**src/include/sfs_consts.svh**
```systemverilog
`ifndef SFS_CONSTS_SVH
`define SFS_CONSTS_SVH

// ==========================================================
// Register offsets (byte addresses)
`define SFS_OFF_CONFIG 12'h000
`define SFS_OFF_STATUS 12'h004
`define SFS_OFF_CMD 12'h008
`define SFS_OFF_LIVE 12'h00C

// ==========================================================
// Config register fields
`define SFS_CFG_BLANK_LSB 0
`define SFS_CFG_RETRY 2
`define SFS_CFG_OPENDLY_LSB 3
`define SFS_CFG_OPENLVL 5
`define SFS_CFG_FUNC_LSB 6
`define SFS_CFG_INHIBIT 8
`define SFS_CFG_WIDTH 9
`define SFS_CFG_RESET 9'h00A

// ==========================================================
// Status register fields
`define SFS_ST_POWER_UP 0
`define SFS_ST_RECORD 1
`define SFS_ST_HIGH_SUP 2
`define SFS_ST_LOW_SUP 3
`define SFS_ST_HEAT 4
`define SFS_ST_THERMAL 5
`define SFS_ST_OC_LSB 6
`define SFS_ST_OPEN_LSB 8
`define SFS_ST_WIDTH 10
`define SFS_ST_RESET 10'h003

// ==========================================================
// Command register bits (write-only pulses)
`define SFS_CMD_FAULT_RST 0
`define SFS_CMD_SINGLE_STEP 1
`define SFS_CMD_SEQ_START 2

// ==========================================================
// Timing
`define SFS_CLK_PERIOD_NS 50
`define SFS_BLANK_UNIT_NS 1000
`define SFS_OPEN_UNIT_MS 10
`define SFS_OPEN_LOW_MA 13
`define SFS_OPEN_HIGH_MA 26

`endif

```
**src/include/sfs_pkg.sv**
```systemverilog
package sfs_pkg;
  // Function shown on the fault output pin
  typedef enum logic [1:0] {
    SFS_FN_GENERAL,
    SFS_FN_SUPPLY,
    SFS_FN_OPEN,
    SFS_FN_HEAT
  } sfs_pin_fn_t;
endpackage : sfs_pkg

```
**src/design/sfs_supervisor.sv**
```systemverilog
// Overview of operation
// Overvoltage disables bridge, faults pin, sets flag
// Overvoltage clearing re-enables; flag stays set
// Undervoltage disables, faults, sets low flag
// Undervoltage above power-on keeps all registers
// Pump undervoltage acts like main undervoltage
// Power-on reset sets power-up and record bits
// Supply faults pull pin in general/supply function
// Heat warning flags only, bit stays set
// Overtemperature disables outputs, bit stays set
// Temperature faults pull pin in general function
// Overcurrent ignored for selected 1-4 us blank
// Blank timer restarts if condition drops early
// Latched overcurrent disables affected phase outputs
// Retry hold zero: every step clears overcurrent
// Overcurrent clear re-enables, pin may rise
// On-time limit handled like overcurrent
// Retry hold one: steps keep overcurrent
// Open load flagged below 13/26 mA threshold
// Open check locked out 10-40 ms per step
// Check phase only if target exceeds twice threshold
// Bridge keeps driving; listed events clear open load
// Step pin edge clears open load and advances
// Pin defaults to general fault function
// Bridge faults latched; supply/temperature faults static
// All comparator flags pass two-flop synchronisers
`timescale 1ns/1ps
`include "sfs_consts.svh"
`default_nettype none

module sfs_supervisor
  import sfs_pkg::*;
#(
  parameter int BLANK_UNIT_CYC = `SFS_BLANK_UNIT_NS / `SFS_CLK_PERIOD_NS,
  parameter int OPEN_UNIT_CYC = (`SFS_OPEN_UNIT_MS * 1000000) / `SFS_CLK_PERIOD_NS,
  parameter int TARGET_W = 10
) (
  // Clock and reset
  input wire logic CLK_SYS_IN,
  input wire logic RSTN_IN,
  // APB slave
  input wire logic PSEL_IN,
  input wire logic PENABLE_IN,
  input wire logic PWRITE_IN,
  input wire logic [11:0] PADDR_IN,
  input wire logic [31:0] PWDATA_IN,
  output logic [31:0] PRDATA_OUT,
  output logic PREADY_OUT,
  output logic PSLVERR_OUT,
  // Analogue comparator flags (asynchronous)
  input wire logic HIGH_SUPPLY_IN,
  input wire logic LOW_SUPPLY_IN,
  input wire logic PUMP_LOW_IN,
  input wire logic HEAT_WARN_IN,
  input wire logic OVER_TEMP_IN,
  input wire logic [1:0] OVERCURRENT_IN,
  input wire logic [1:0] ONTIME_MAX_IN,
  input wire logic [1:0] CURRENT_LOW_IN,
  input wire logic [1:0] PWM_THRESH_IN,
  input wire logic STEP_PIN_IN,
  // Same-domain inputs from sequencer and regulator
  input wire logic SEQ_STEP_IN,
  input wire logic [TARGET_W-1:0] TARGET_A_MA_IN,
  input wire logic [TARGET_W-1:0] TARGET_B_MA_IN,
  // Bridge and stepping controls
  output logic [1:0] BRIDGE_EN_OUT,
  output logic OPEN_LEVEL_SEL_OUT,
  output logic STEP_ADVANCE_OUT,
  // Open-drain fault pin
  output logic FAULT_PIN_O_OUT,
  output logic FAULT_PIN_OE_OUT
);

  // ==========================================================
  // Input synchronisers
  localparam int NSYNC = 14;
  logic [NSYNC-1:0] raw_flags; // Asynchronous comparator bundle
  logic [NSYNC-1:0] sync_meta; // First stage, read only by second
  logic [NSYNC-1:0] sync_flags; // Safe to use

  assign raw_flags = {STEP_PIN_IN, PWM_THRESH_IN, CURRENT_LOW_IN, ONTIME_MAX_IN,
                      OVERCURRENT_IN, OVER_TEMP_IN, HEAT_WARN_IN, PUMP_LOW_IN,
                      LOW_SUPPLY_IN, HIGH_SUPPLY_IN};

  // Two flops per comparator flag
  genvar gi;
  generate
    for (gi = 0; gi < NSYNC; gi++) begin : g_sync
      always_ff @(posedge CLK_SYS_IN or negedge RSTN_IN) begin
        if (!RSTN_IN) begin
          sync_meta[gi] <= 1'b0;
          sync_flags[gi] <= 1'b0;
        end else begin
          sync_meta[gi] <= raw_flags[gi];
          sync_flags[gi] <= sync_meta[gi];
        end
      end
    end
  endgenerate

  // Named views of the synchronised bundle
  // Bit order must track the concatenation above
  wire s_high = sync_flags[0];
  wire s_low = sync_flags[1];
  wire s_pump = sync_flags[2];
  wire s_heat = sync_flags[3];
  wire s_temp = sync_flags[4];
  wire [1:0] s_oc = sync_flags[6:5];
  wire [1:0] s_ontime = sync_flags[8:7];
  wire [1:0] s_curlow = sync_flags[10:9];
  wire [1:0] s_pwmth = sync_flags[12:11];
  wire s_step_pin = sync_flags[13];

  // ==========================================================
  // Register state
  logic [`SFS_CFG_WIDTH-1:0] cfg; // Software configuration
  logic [`SFS_ST_WIDTH-1:0] status; // Sticky fault record
  logic [1:0] oc_fault; // Latched overcurrent per phase
  logic [1:0] open_fault; // Latched open load per phase
  logic step_pin_d; // Previous synced step pin level

  // ==========================================================
  // APB decode
  // Commit needs PREADY_OUT high, so a write never lands in the first access cycle
  wire apb_access = PSEL_IN & PENABLE_IN;
  wire apb_done = apb_access & PREADY_OUT;
  wire apb_wr = apb_done & PWRITE_IN;
  wire hit_cfg = (PADDR_IN == `SFS_OFF_CONFIG);
  wire hit_st = (PADDR_IN == `SFS_OFF_STATUS);
  wire hit_cmd = (PADDR_IN == `SFS_OFF_CMD);
  wire hit_live = (PADDR_IN == `SFS_OFF_LIVE);
  wire addr_ok = hit_cfg | hit_st | hit_cmd | hit_live;
  wire wr_cfg = apb_wr & hit_cfg;
  wire wr_st = apb_wr & hit_st;
  wire wr_cmd = apb_wr & hit_cmd;

  // ==========================================================
  // Configuration fields
  // Fields decode straight from the flops, no shadow copies
  wire [1:0] blank_sel = cfg[`SFS_CFG_BLANK_LSB +: 2];
  wire retry_hold = cfg[`SFS_CFG_RETRY];
  wire [1:0] open_dly = cfg[`SFS_CFG_OPENDLY_LSB +: 2];
  wire open_lvl = cfg[`SFS_CFG_OPENLVL];
  wire inhibit = cfg[`SFS_CFG_INHIBIT];
  sfs_pin_fn_t pin_fn;
  assign pin_fn = sfs_pin_fn_t'(cfg[`SFS_CFG_FUNC_LSB +: 2]);

  // ==========================================================
  // Step and clear events
  // Edge taken after the synchroniser: a pin pulse shorter than a clock may be lost
  wire pin_rise = s_step_pin & ~step_pin_d;
  wire cmd_single = wr_cmd & PWDATA_IN[`SFS_CMD_SINGLE_STEP];
  wire cmd_seq = wr_cmd & PWDATA_IN[`SFS_CMD_SEQ_START];
  wire cmd_reset = wr_cmd & PWDATA_IN[`SFS_CMD_FAULT_RST];
  wire any_step = pin_rise | cmd_single | SEQ_STEP_IN;
  wire next_advance = pin_rise | cmd_single;
  // Inhibited command writes neither step-clear nor start a sequence clear
  wire open_step_clr = pin_rise | (cmd_single & ~inhibit) | (cmd_seq & ~inhibit);
  wire oc_step_clr = any_step & ~retry_hold;
  wire oc_clr = cmd_reset | oc_step_clr;

  // ==========================================================
  // Static fault summary
  wire supply_fault = s_high | s_low | s_pump;
  wire temp_fault = s_heat | s_temp;
  wire [1:0] next_bridge_en;
  // Heat warning alone takes no protective action; open load keeps driving
  assign next_bridge_en = (supply_fault | s_temp) ? 2'b00 : ~oc_fault;

  // ==========================================================
  // Overcurrent blanking, one timer per phase
  localparam int BLANK_W = $clog2(4 * BLANK_UNIT_CYC + 1);
  wire [BLANK_W-1:0] blank_len =
    BLANK_W'((32'(blank_sel) + 32'd1) * 32'(BLANK_UNIT_CYC));
  logic [BLANK_W-1:0] blank_cnt [2];
  wire [1:0] oc_set;

  generate
    for (gi = 0; gi < 2; gi++) begin : g_oc
      wire expired = (blank_cnt[gi] >= blank_len);
      assign oc_set[gi] = (s_oc[gi] & expired) | s_ontime[gi];
      // Timer counts while condition present, drops to zero otherwise
      // Counter parks at expiry instead of wrapping back to zero
      always_ff @(posedge CLK_SYS_IN or negedge RSTN_IN) begin
        if (!RSTN_IN) begin
          blank_cnt[gi] <= '0;
        end else if (!s_oc[gi]) begin
          blank_cnt[gi] <= '0;
        end else if (!expired) begin
          blank_cnt[gi] <= blank_cnt[gi] + 1'b1;
        end
      end
      // Latch wins over a clear in the same cycle
      always_ff @(posedge CLK_SYS_IN or negedge RSTN_IN) begin
        if (!RSTN_IN) begin
          oc_fault[gi] <= 1'b0;
        end else if (oc_set[gi]) begin
          oc_fault[gi] <= 1'b1;
        end else if (oc_clr) begin
          oc_fault[gi] <= 1'b0;
        end
      end
    end
  endgenerate

  // ==========================================================
  // Open-load lockout, shared, restarted on every step
  localparam int LOCK_W = $clog2(4 * OPEN_UNIT_CYC + 1);
  wire [LOCK_W-1:0] lock_len =
    LOCK_W'((32'(open_dly) + 32'd1) * 32'(OPEN_UNIT_CYC));
  logic [LOCK_W-1:0] lock_cnt;
  wire lock_done = (lock_cnt >= lock_len);

  // Lockout counter
  // Limitation: one lockout serves both phases, so any step restarts both
  always_ff @(posedge CLK_SYS_IN or negedge RSTN_IN) begin
    if (!RSTN_IN) begin
      lock_cnt <= '0;
    end else if (any_step) begin
      lock_cnt <= '0;
    end else if (!lock_done) begin
      lock_cnt <= lock_cnt + 1'b1;
    end
  end

  // Twice the threshold: 26 or 52 mA
  wire [TARGET_W-1:0] open_twice = open_lvl ? TARGET_W'(2 * `SFS_OPEN_HIGH_MA)
                                            : TARGET_W'(2 * `SFS_OPEN_LOW_MA);
  wire [1:0] target_ok = {TARGET_B_MA_IN > open_twice, TARGET_A_MA_IN > open_twice};
  wire [1:0] open_set;
  wire [1:0] open_clr;

  generate
    for (gi = 0; gi < 2; gi++) begin : g_open
      // A step restarts the lockout, so the comparator is not looked at in
      // that cycle; otherwise a still-low current would beat the step clear
      assign open_set[gi] = lock_done & ~any_step &
                            target_ok[gi] & s_curlow[gi];
      assign open_clr[gi] = open_step_clr | s_pwmth[gi] |
                            (lock_done & ~s_curlow[gi]);
      // Set wins over any clear event
      always_ff @(posedge CLK_SYS_IN or negedge RSTN_IN) begin
        if (!RSTN_IN) begin
          open_fault[gi] <= 1'b0;
        end else if (open_set[gi]) begin
          open_fault[gi] <= 1'b1;
        end else if (open_clr[gi]) begin
          open_fault[gi] <= 1'b0;
        end
      end
    end
  endgenerate

  // ==========================================================
  // Sticky status: hardware set wins over write-one-to-clear
  // Fault record follows any live static or latched dynamic fault
  wire any_fault = supply_fault | temp_fault | (|oc_fault) | (|open_fault);
  wire [`SFS_ST_WIDTH-1:0] st_set;
  assign st_set[`SFS_ST_POWER_UP] = 1'b0;
  assign st_set[`SFS_ST_RECORD] = any_fault;
  assign st_set[`SFS_ST_HIGH_SUP] = s_high;
  assign st_set[`SFS_ST_LOW_SUP] = s_low | s_pump;
  assign st_set[`SFS_ST_HEAT] = s_heat;
  assign st_set[`SFS_ST_THERMAL] = s_temp;
  assign st_set[`SFS_ST_OC_LSB +: 2] = oc_set;
  assign st_set[`SFS_ST_OPEN_LSB +: 2] = open_set;
  wire [`SFS_ST_WIDTH-1:0] st_clr = wr_st ? PWDATA_IN[`SFS_ST_WIDTH-1:0] : '0;
  // Bits leave only by software; fault clearing never touches them
  wire [`SFS_ST_WIDTH-1:0] next_status = st_set | (status & ~st_clr);

  // Status and configuration registers
  always_ff @(posedge CLK_SYS_IN or negedge RSTN_IN) begin
    if (!RSTN_IN) begin
      status <= `SFS_ST_RESET;
      cfg <= `SFS_CFG_RESET;
    end else begin
      status <= next_status;
      // Undervoltage has no reset path here, so settings survive it
      cfg <= wr_cfg ? PWDATA_IN[`SFS_CFG_WIDTH-1:0] : cfg;
    end
  end

  // ==========================================================
  // Fault pin function select (low = fault)
  // Heat warning counts toward the general fault but never stops the bridge
  logic next_pin_low;
  always_comb begin
    unique case (pin_fn)
      SFS_FN_GENERAL: next_pin_low = any_fault;
      SFS_FN_SUPPLY: next_pin_low = supply_fault;
      SFS_FN_OPEN: next_pin_low = |open_fault;
      SFS_FN_HEAT: next_pin_low = temp_fault;
    endcase
  end

  // ==========================================================
  // APB read mux
  // Unmapped and command reads return zero
  wire [31:0] live_word = {22'h00_0000, open_fault, oc_fault, s_temp, s_heat,
                           s_pump, s_low, s_high, 1'b0};
  wire [31:0] rd_word = hit_cfg ? {{(32-`SFS_CFG_WIDTH){1'b0}}, cfg} :
                        hit_st ? {{(32-`SFS_ST_WIDTH){1'b0}}, status} :
                        hit_live ? live_word : 32'h0000_0000;
  // One wait state: answer flops load on the first access cycle
  wire next_ready = apb_access & ~PREADY_OUT;

  // Bus answer flops
  always_ff @(posedge CLK_SYS_IN or negedge RSTN_IN) begin
    if (!RSTN_IN) begin
      PREADY_OUT <= 1'b0;
      PRDATA_OUT <= 32'h0000_0000;
      PSLVERR_OUT <= 1'b0;
    end else begin
      PREADY_OUT <= next_ready;
      PRDATA_OUT <= (next_ready & ~PWRITE_IN) ? rd_word : 32'h0000_0000;
      PSLVERR_OUT <= next_ready & ~addr_ok;
    end
  end

  // ==========================================================
  // Registered block outputs
  // One flop stage here keeps pin and bridge free of decode glitches
  always_ff @(posedge CLK_SYS_IN or negedge RSTN_IN) begin
    if (!RSTN_IN) begin
      step_pin_d <= 1'b0;
      BRIDGE_EN_OUT <= 2'b00;
      OPEN_LEVEL_SEL_OUT <= 1'b0;
      STEP_ADVANCE_OUT <= 1'b0;
      FAULT_PIN_O_OUT <= 1'b0;
      FAULT_PIN_OE_OUT <= 1'b0;
    end else begin
      step_pin_d <= s_step_pin;
      BRIDGE_EN_OUT <= next_bridge_en;
      OPEN_LEVEL_SEL_OUT <= open_lvl;
      STEP_ADVANCE_OUT <= next_advance;
      FAULT_PIN_O_OUT <= 1'b0; // Open drain only ever pulls low
      FAULT_PIN_OE_OUT <= next_pin_low;
    end
  end

endmodule : sfs_supervisor

`default_nettype wire

```
**config.mk**
```make
export PLATFORM = sky130hd
export DESIGN_NAME = sfs_supervisor
export DESIGN_NICKNAME = d
export VERILOG_FILES = /design/src/include/sfs_pkg.sv /design/src/design/sfs_supervisor.sv
export VERILOG_INCLUDE_DIRS = /design/src /design/src/include
export SDC_FILE = /design/constraint.sdc
export NUM_CORES = 1
export LEC_CHECK = 0
export ABC_AREA = 1
export BUFFER_PORTS_ARGS = -buffer_cell sky130_fd_sc_hd__buf_2
export CAP_MARGIN = 20
export CORE_AREA = 2 2 117 119
export CTS_CLUSTER_DIAMETER = 50
export DETAILED_ROUTE_END_ITERATION = 10
export DIE_AREA = 0 0 119 121
export PLACE_DENSITY_LB_ADDON = 0.12
export SYNTH_ARGS = -nofsm -noshare
export SYNTH_HDL_FRONTEND = slang
export SYNTH_SLANG_ARGS = --single-unit
```
**constraint.sdc**
```tcl
create_clock -name CLK_SYS_IN -period 3.2 [get_ports CLK_SYS_IN]
set_input_delay 0.64 -clock CLK_SYS_IN [delete_from_list [all_inputs] [get_ports CLK_SYS_IN]]
set_output_delay 0.64 -clock CLK_SYS_IN [all_outputs]
set_load 0.02 [all_outputs]
```
==> flow_summary.toml <==
[critical_path]
critical_path.startpoint_type = "register"
path_depth = 15
reg2reg_from = "cfg[3]"
crit_start = "cfg[3]"
worst_ep_arrival_time_ps = 3150
critPathCapture = "lock_cnt[13]"
critPathMaxFanout = 18
slowest_stage = "dfstp_2"
required_ps = 3490
crit_family = "simple AND/OR/NAND/NOR gates"
r2r_setup_slack_ps = 340
crit_chain = "inv_1 -> ha_1 -> inv_1 -> o211ai_1 -> xnor2_1 -> ha_1 -> nand2_1 -> inv_1 -> nand2_1 -> nor2_1 -> nand3_1 -> nand3_4 -> inv_4 -> nand3b_1 -> nand2_1"
max_stage_delay_ps = 630
reg2regPathDepth = 15
crit_type = "reg -> reg"
crit_buf_inv = 4
r2r_end = "lock_cnt[13]"
worstSetupEndpointType = "register"

[sta]
rsz0062_at_grt = "no"
clock_skew_ps = 9.44
slew_headroom_pct = 56.9
finalSetupViolations = 0
hold_violations = 0
min_period_ps = 2860
setup_tns_ps = 0
min_period_over_period_pct = 89.4
worst_slew_pin_slew_ps = 643
clock.fmax_ghz = 0.350
report.final.slew_viol_count = 0

[clocking]
cts.repair.resized = 0
cts_tree = "done"
clkSlewWorstSetupHoldPaths_ps = 80
hold_buffers = 0
cts_sinks = 103
cts-root-buf = "clkbuf_16"
cts_buffer_depth = 2
insertion_delay_ps = 360
htree_levels = 3
cts_setup_buffers = 0
cts_buffers = 9

[layout]
nets = 917
drive_gt1_share_pct = 16.2
area.growth.synth_to_final_pct = 12.6
final_cell_area_um2 = 6730
n_antenna_cell = 0
num-fill-cells = 1249

[floorplanning]
die-area_um2 = 14400
rows = 42
io_pins = 124
die_w_um = 119
start_util_pct = 45.7
fp.dieH_um = 121
core_um2 = 13100

[placed_design]
placed_cell_area_um2 = 6430
portBuffers = 78
place_congestion = 0.837
dpl.hpwl_um = 9380

[power_and_ir_drop]
vdd_ir_drop_max_uv = 256
power.density_nw_per_um2 = 394
p_leak_nw = 3.61

[global_routing]
grt_pass1_wl_um = 21700
met1_usage_pct = 24.9
grt_util_all_layers_pct = 18.9
gr-total-overflow = 0
grt_max_degree = 79
first_global_vias = 4673
use_met2_pct = 30.7
busiest_layer = "met2"
met3_usage_pct = 4.28
antenna_found_initial = 0

[route]
detail_route.wl_per_cell_um = 13.0
vias_per_cell = 4.90
drc = 0
drt_iter0_drc = 245
first_pass_iters = 5
vias = 4754
detail-route-antenna-nets = 0
routed_wl_um = 12600

[synth]
synth_edf_count = 0
synth.distinct_cells = 40
avgSynthCellArea_um2 = 8.41
yosys_warnings = 0
synthArstFlopShare_pct = 100
seq_area_frac_synth_pct = 43.2
ys_ff_latch = 103
ys.flop_type = "dfrtp_1"
synth_area_um2 = 5970
synth_cells = 710

[flow_run]
maxCapViolations = 0

[worst_hold_path]
min_path_type = "in -> async"

[status]
status = "completed"
how the worst min path moves through the flow:
stage	cells after the start	from	end
after CTS	1	RSTN_IN	s_ontime[0]
after floorplan	0	sync_meta[9]	s_curlow[0]
after detailed placement	0	sync_meta[9]	s_curlow[0]
after global routing	1	RSTN_IN	s_ontime[0]
after global placement	0	sync_meta[1]	s_low
final	1	RSTN_IN	s_ontime[0]
area by class of cell:
cell class | instances | area (µm²) | area share [%]
sequential | 103 | 2580 | 38.4
tap | 176 | 220 | 3.27
clock inverter | 7 | 73.8 | 1.10
clock buffer | 9 | 225 | 3.35
timing repair buffer | 82 | 435 | 6.47
multi-input combinational | 507 | 2860 | 42.6
inverter | 86 | 325 | 4.84
Yosys cell counts (2+ instances only):
cell type,instances,area share [%]
nand4_1,11,1.2
nand3_2,3,0.50
xnor2_1,6,0.88
and2_1,2,0.21
xor2_1,19,2.8
a21o_1,2,0.25
ha_1,44,9.2
inv_1,81,5.1
nand2_1,157,9.9
o21ai_1,2,0.17
nor2_2,2,0.21
o21ai_2,9,1.3
nand3_1,74,6.2
o21bai_1,6,0.75
buf_4,26,3.3
o31ai_1,2,0.25
nor3b_1,2,0.25
nor2_1,63,4.0
clkbuf_1,2,0.13
nor3_1,11,0.92
nor3_2,2,0.34
inv_2,4,0.25
buf_6,7,1.3
o21ai_0,26,2.2
dfstp_2,4,1.8
a21oi_1,12,1.0
dfrtp_1,99,41
nor2_4,2,0.38
nand3b_1,19,2.4
flip-flops by register name, summed over array words and instances, names as in the netlist:
register            count
cfg                     9
FAULT_PIN_OE_OUT        1
s_ontime                2
status                 10
step_pin_d              1
s_step_pin              1
OPEN_LEVEL_SEL_OUT      1
s_pump                  1
s_curlow                2
s_temp                  1
PRDATA_OUT             10
PREADY_OUT              1
STEP_ADVANCE_OUT        1
s_high                  1
lock_cnt               20
BRIDGE_EN_OUT           2
sync_meta              14
blank_cnt              14
PSLVERR_OUT             1
live_word               4
s_pwmth                 2
s_heat                  1
s_oc                    2
s_low                   1
stage by stage:
step	total power, mW	std cells	worst slack (ps)	hold slack [ps]	util [%]
floorplan	1.50	732	711	331	-
global placement	1.57	954	437	331	49.1
detailed placement	1.57	954	324	335	49.1
CTS	2.69	970	308	193	51.4
global route	2.79	970	69.3	203	51.4
finish	2.65	970	340	187	51.4
power by group:
group	total, mW	switching, mW	internal (mW)
Clock	1.10	0.548	0.556
Combinational	0.190	0.128	0.0619
Sequential	1.35	0.0232	1.33
kinds of logic (layout without fill, tap and decap cells):
logic type | Yosys count | in the layout | share of synthesized area, %
flops | 103 | 103 | 43.2
other cells | 1 | 23 | 0.0628
xor+xnor | 25 | 25 | 3.66
fa+ha+maj | 44 | 44 | 9.21
simple gates | 352 | 352 | 27.2
buf+inv | 122 | 184 | 10.2
compound gates | 63 | 63 | 6.43
cell usage in the layout (no fill, tap or decap), types with 3 or more instances in the layout:
cell type,synthesis,routed
a21oi_1,12,12
buf_2,1,77
buf_4,26,4
clkbuf_16,0,9
conb_1,1,23
dfrtp_1,99,99
dfstp_2,4,4
ha_1,44,44
inv_1,81,81
inv_2,4,4
inv_6,0,3
nand2_1,157,157
nand3_1,74,74
nand3_2,3,3
nand3b_1,19,19
nand4_1,11,11
nor2_1,63,63
nor3_1,11,11
o21ai_0,26,26
o21ai_2,9,9
o21bai_1,6,6
xnor2_1,6,6
xor2_1,19,19
routing by layer:
layer | routed length [µm] | vias up
met2 | 5860 | 114
li1 | - | 2413
met4 | 198 | 0
met3 | 589 | 15
met1 | 5930 | 2212
met5 | 0 | -
No activity file was read; power rests on OpenSTA's default activity.
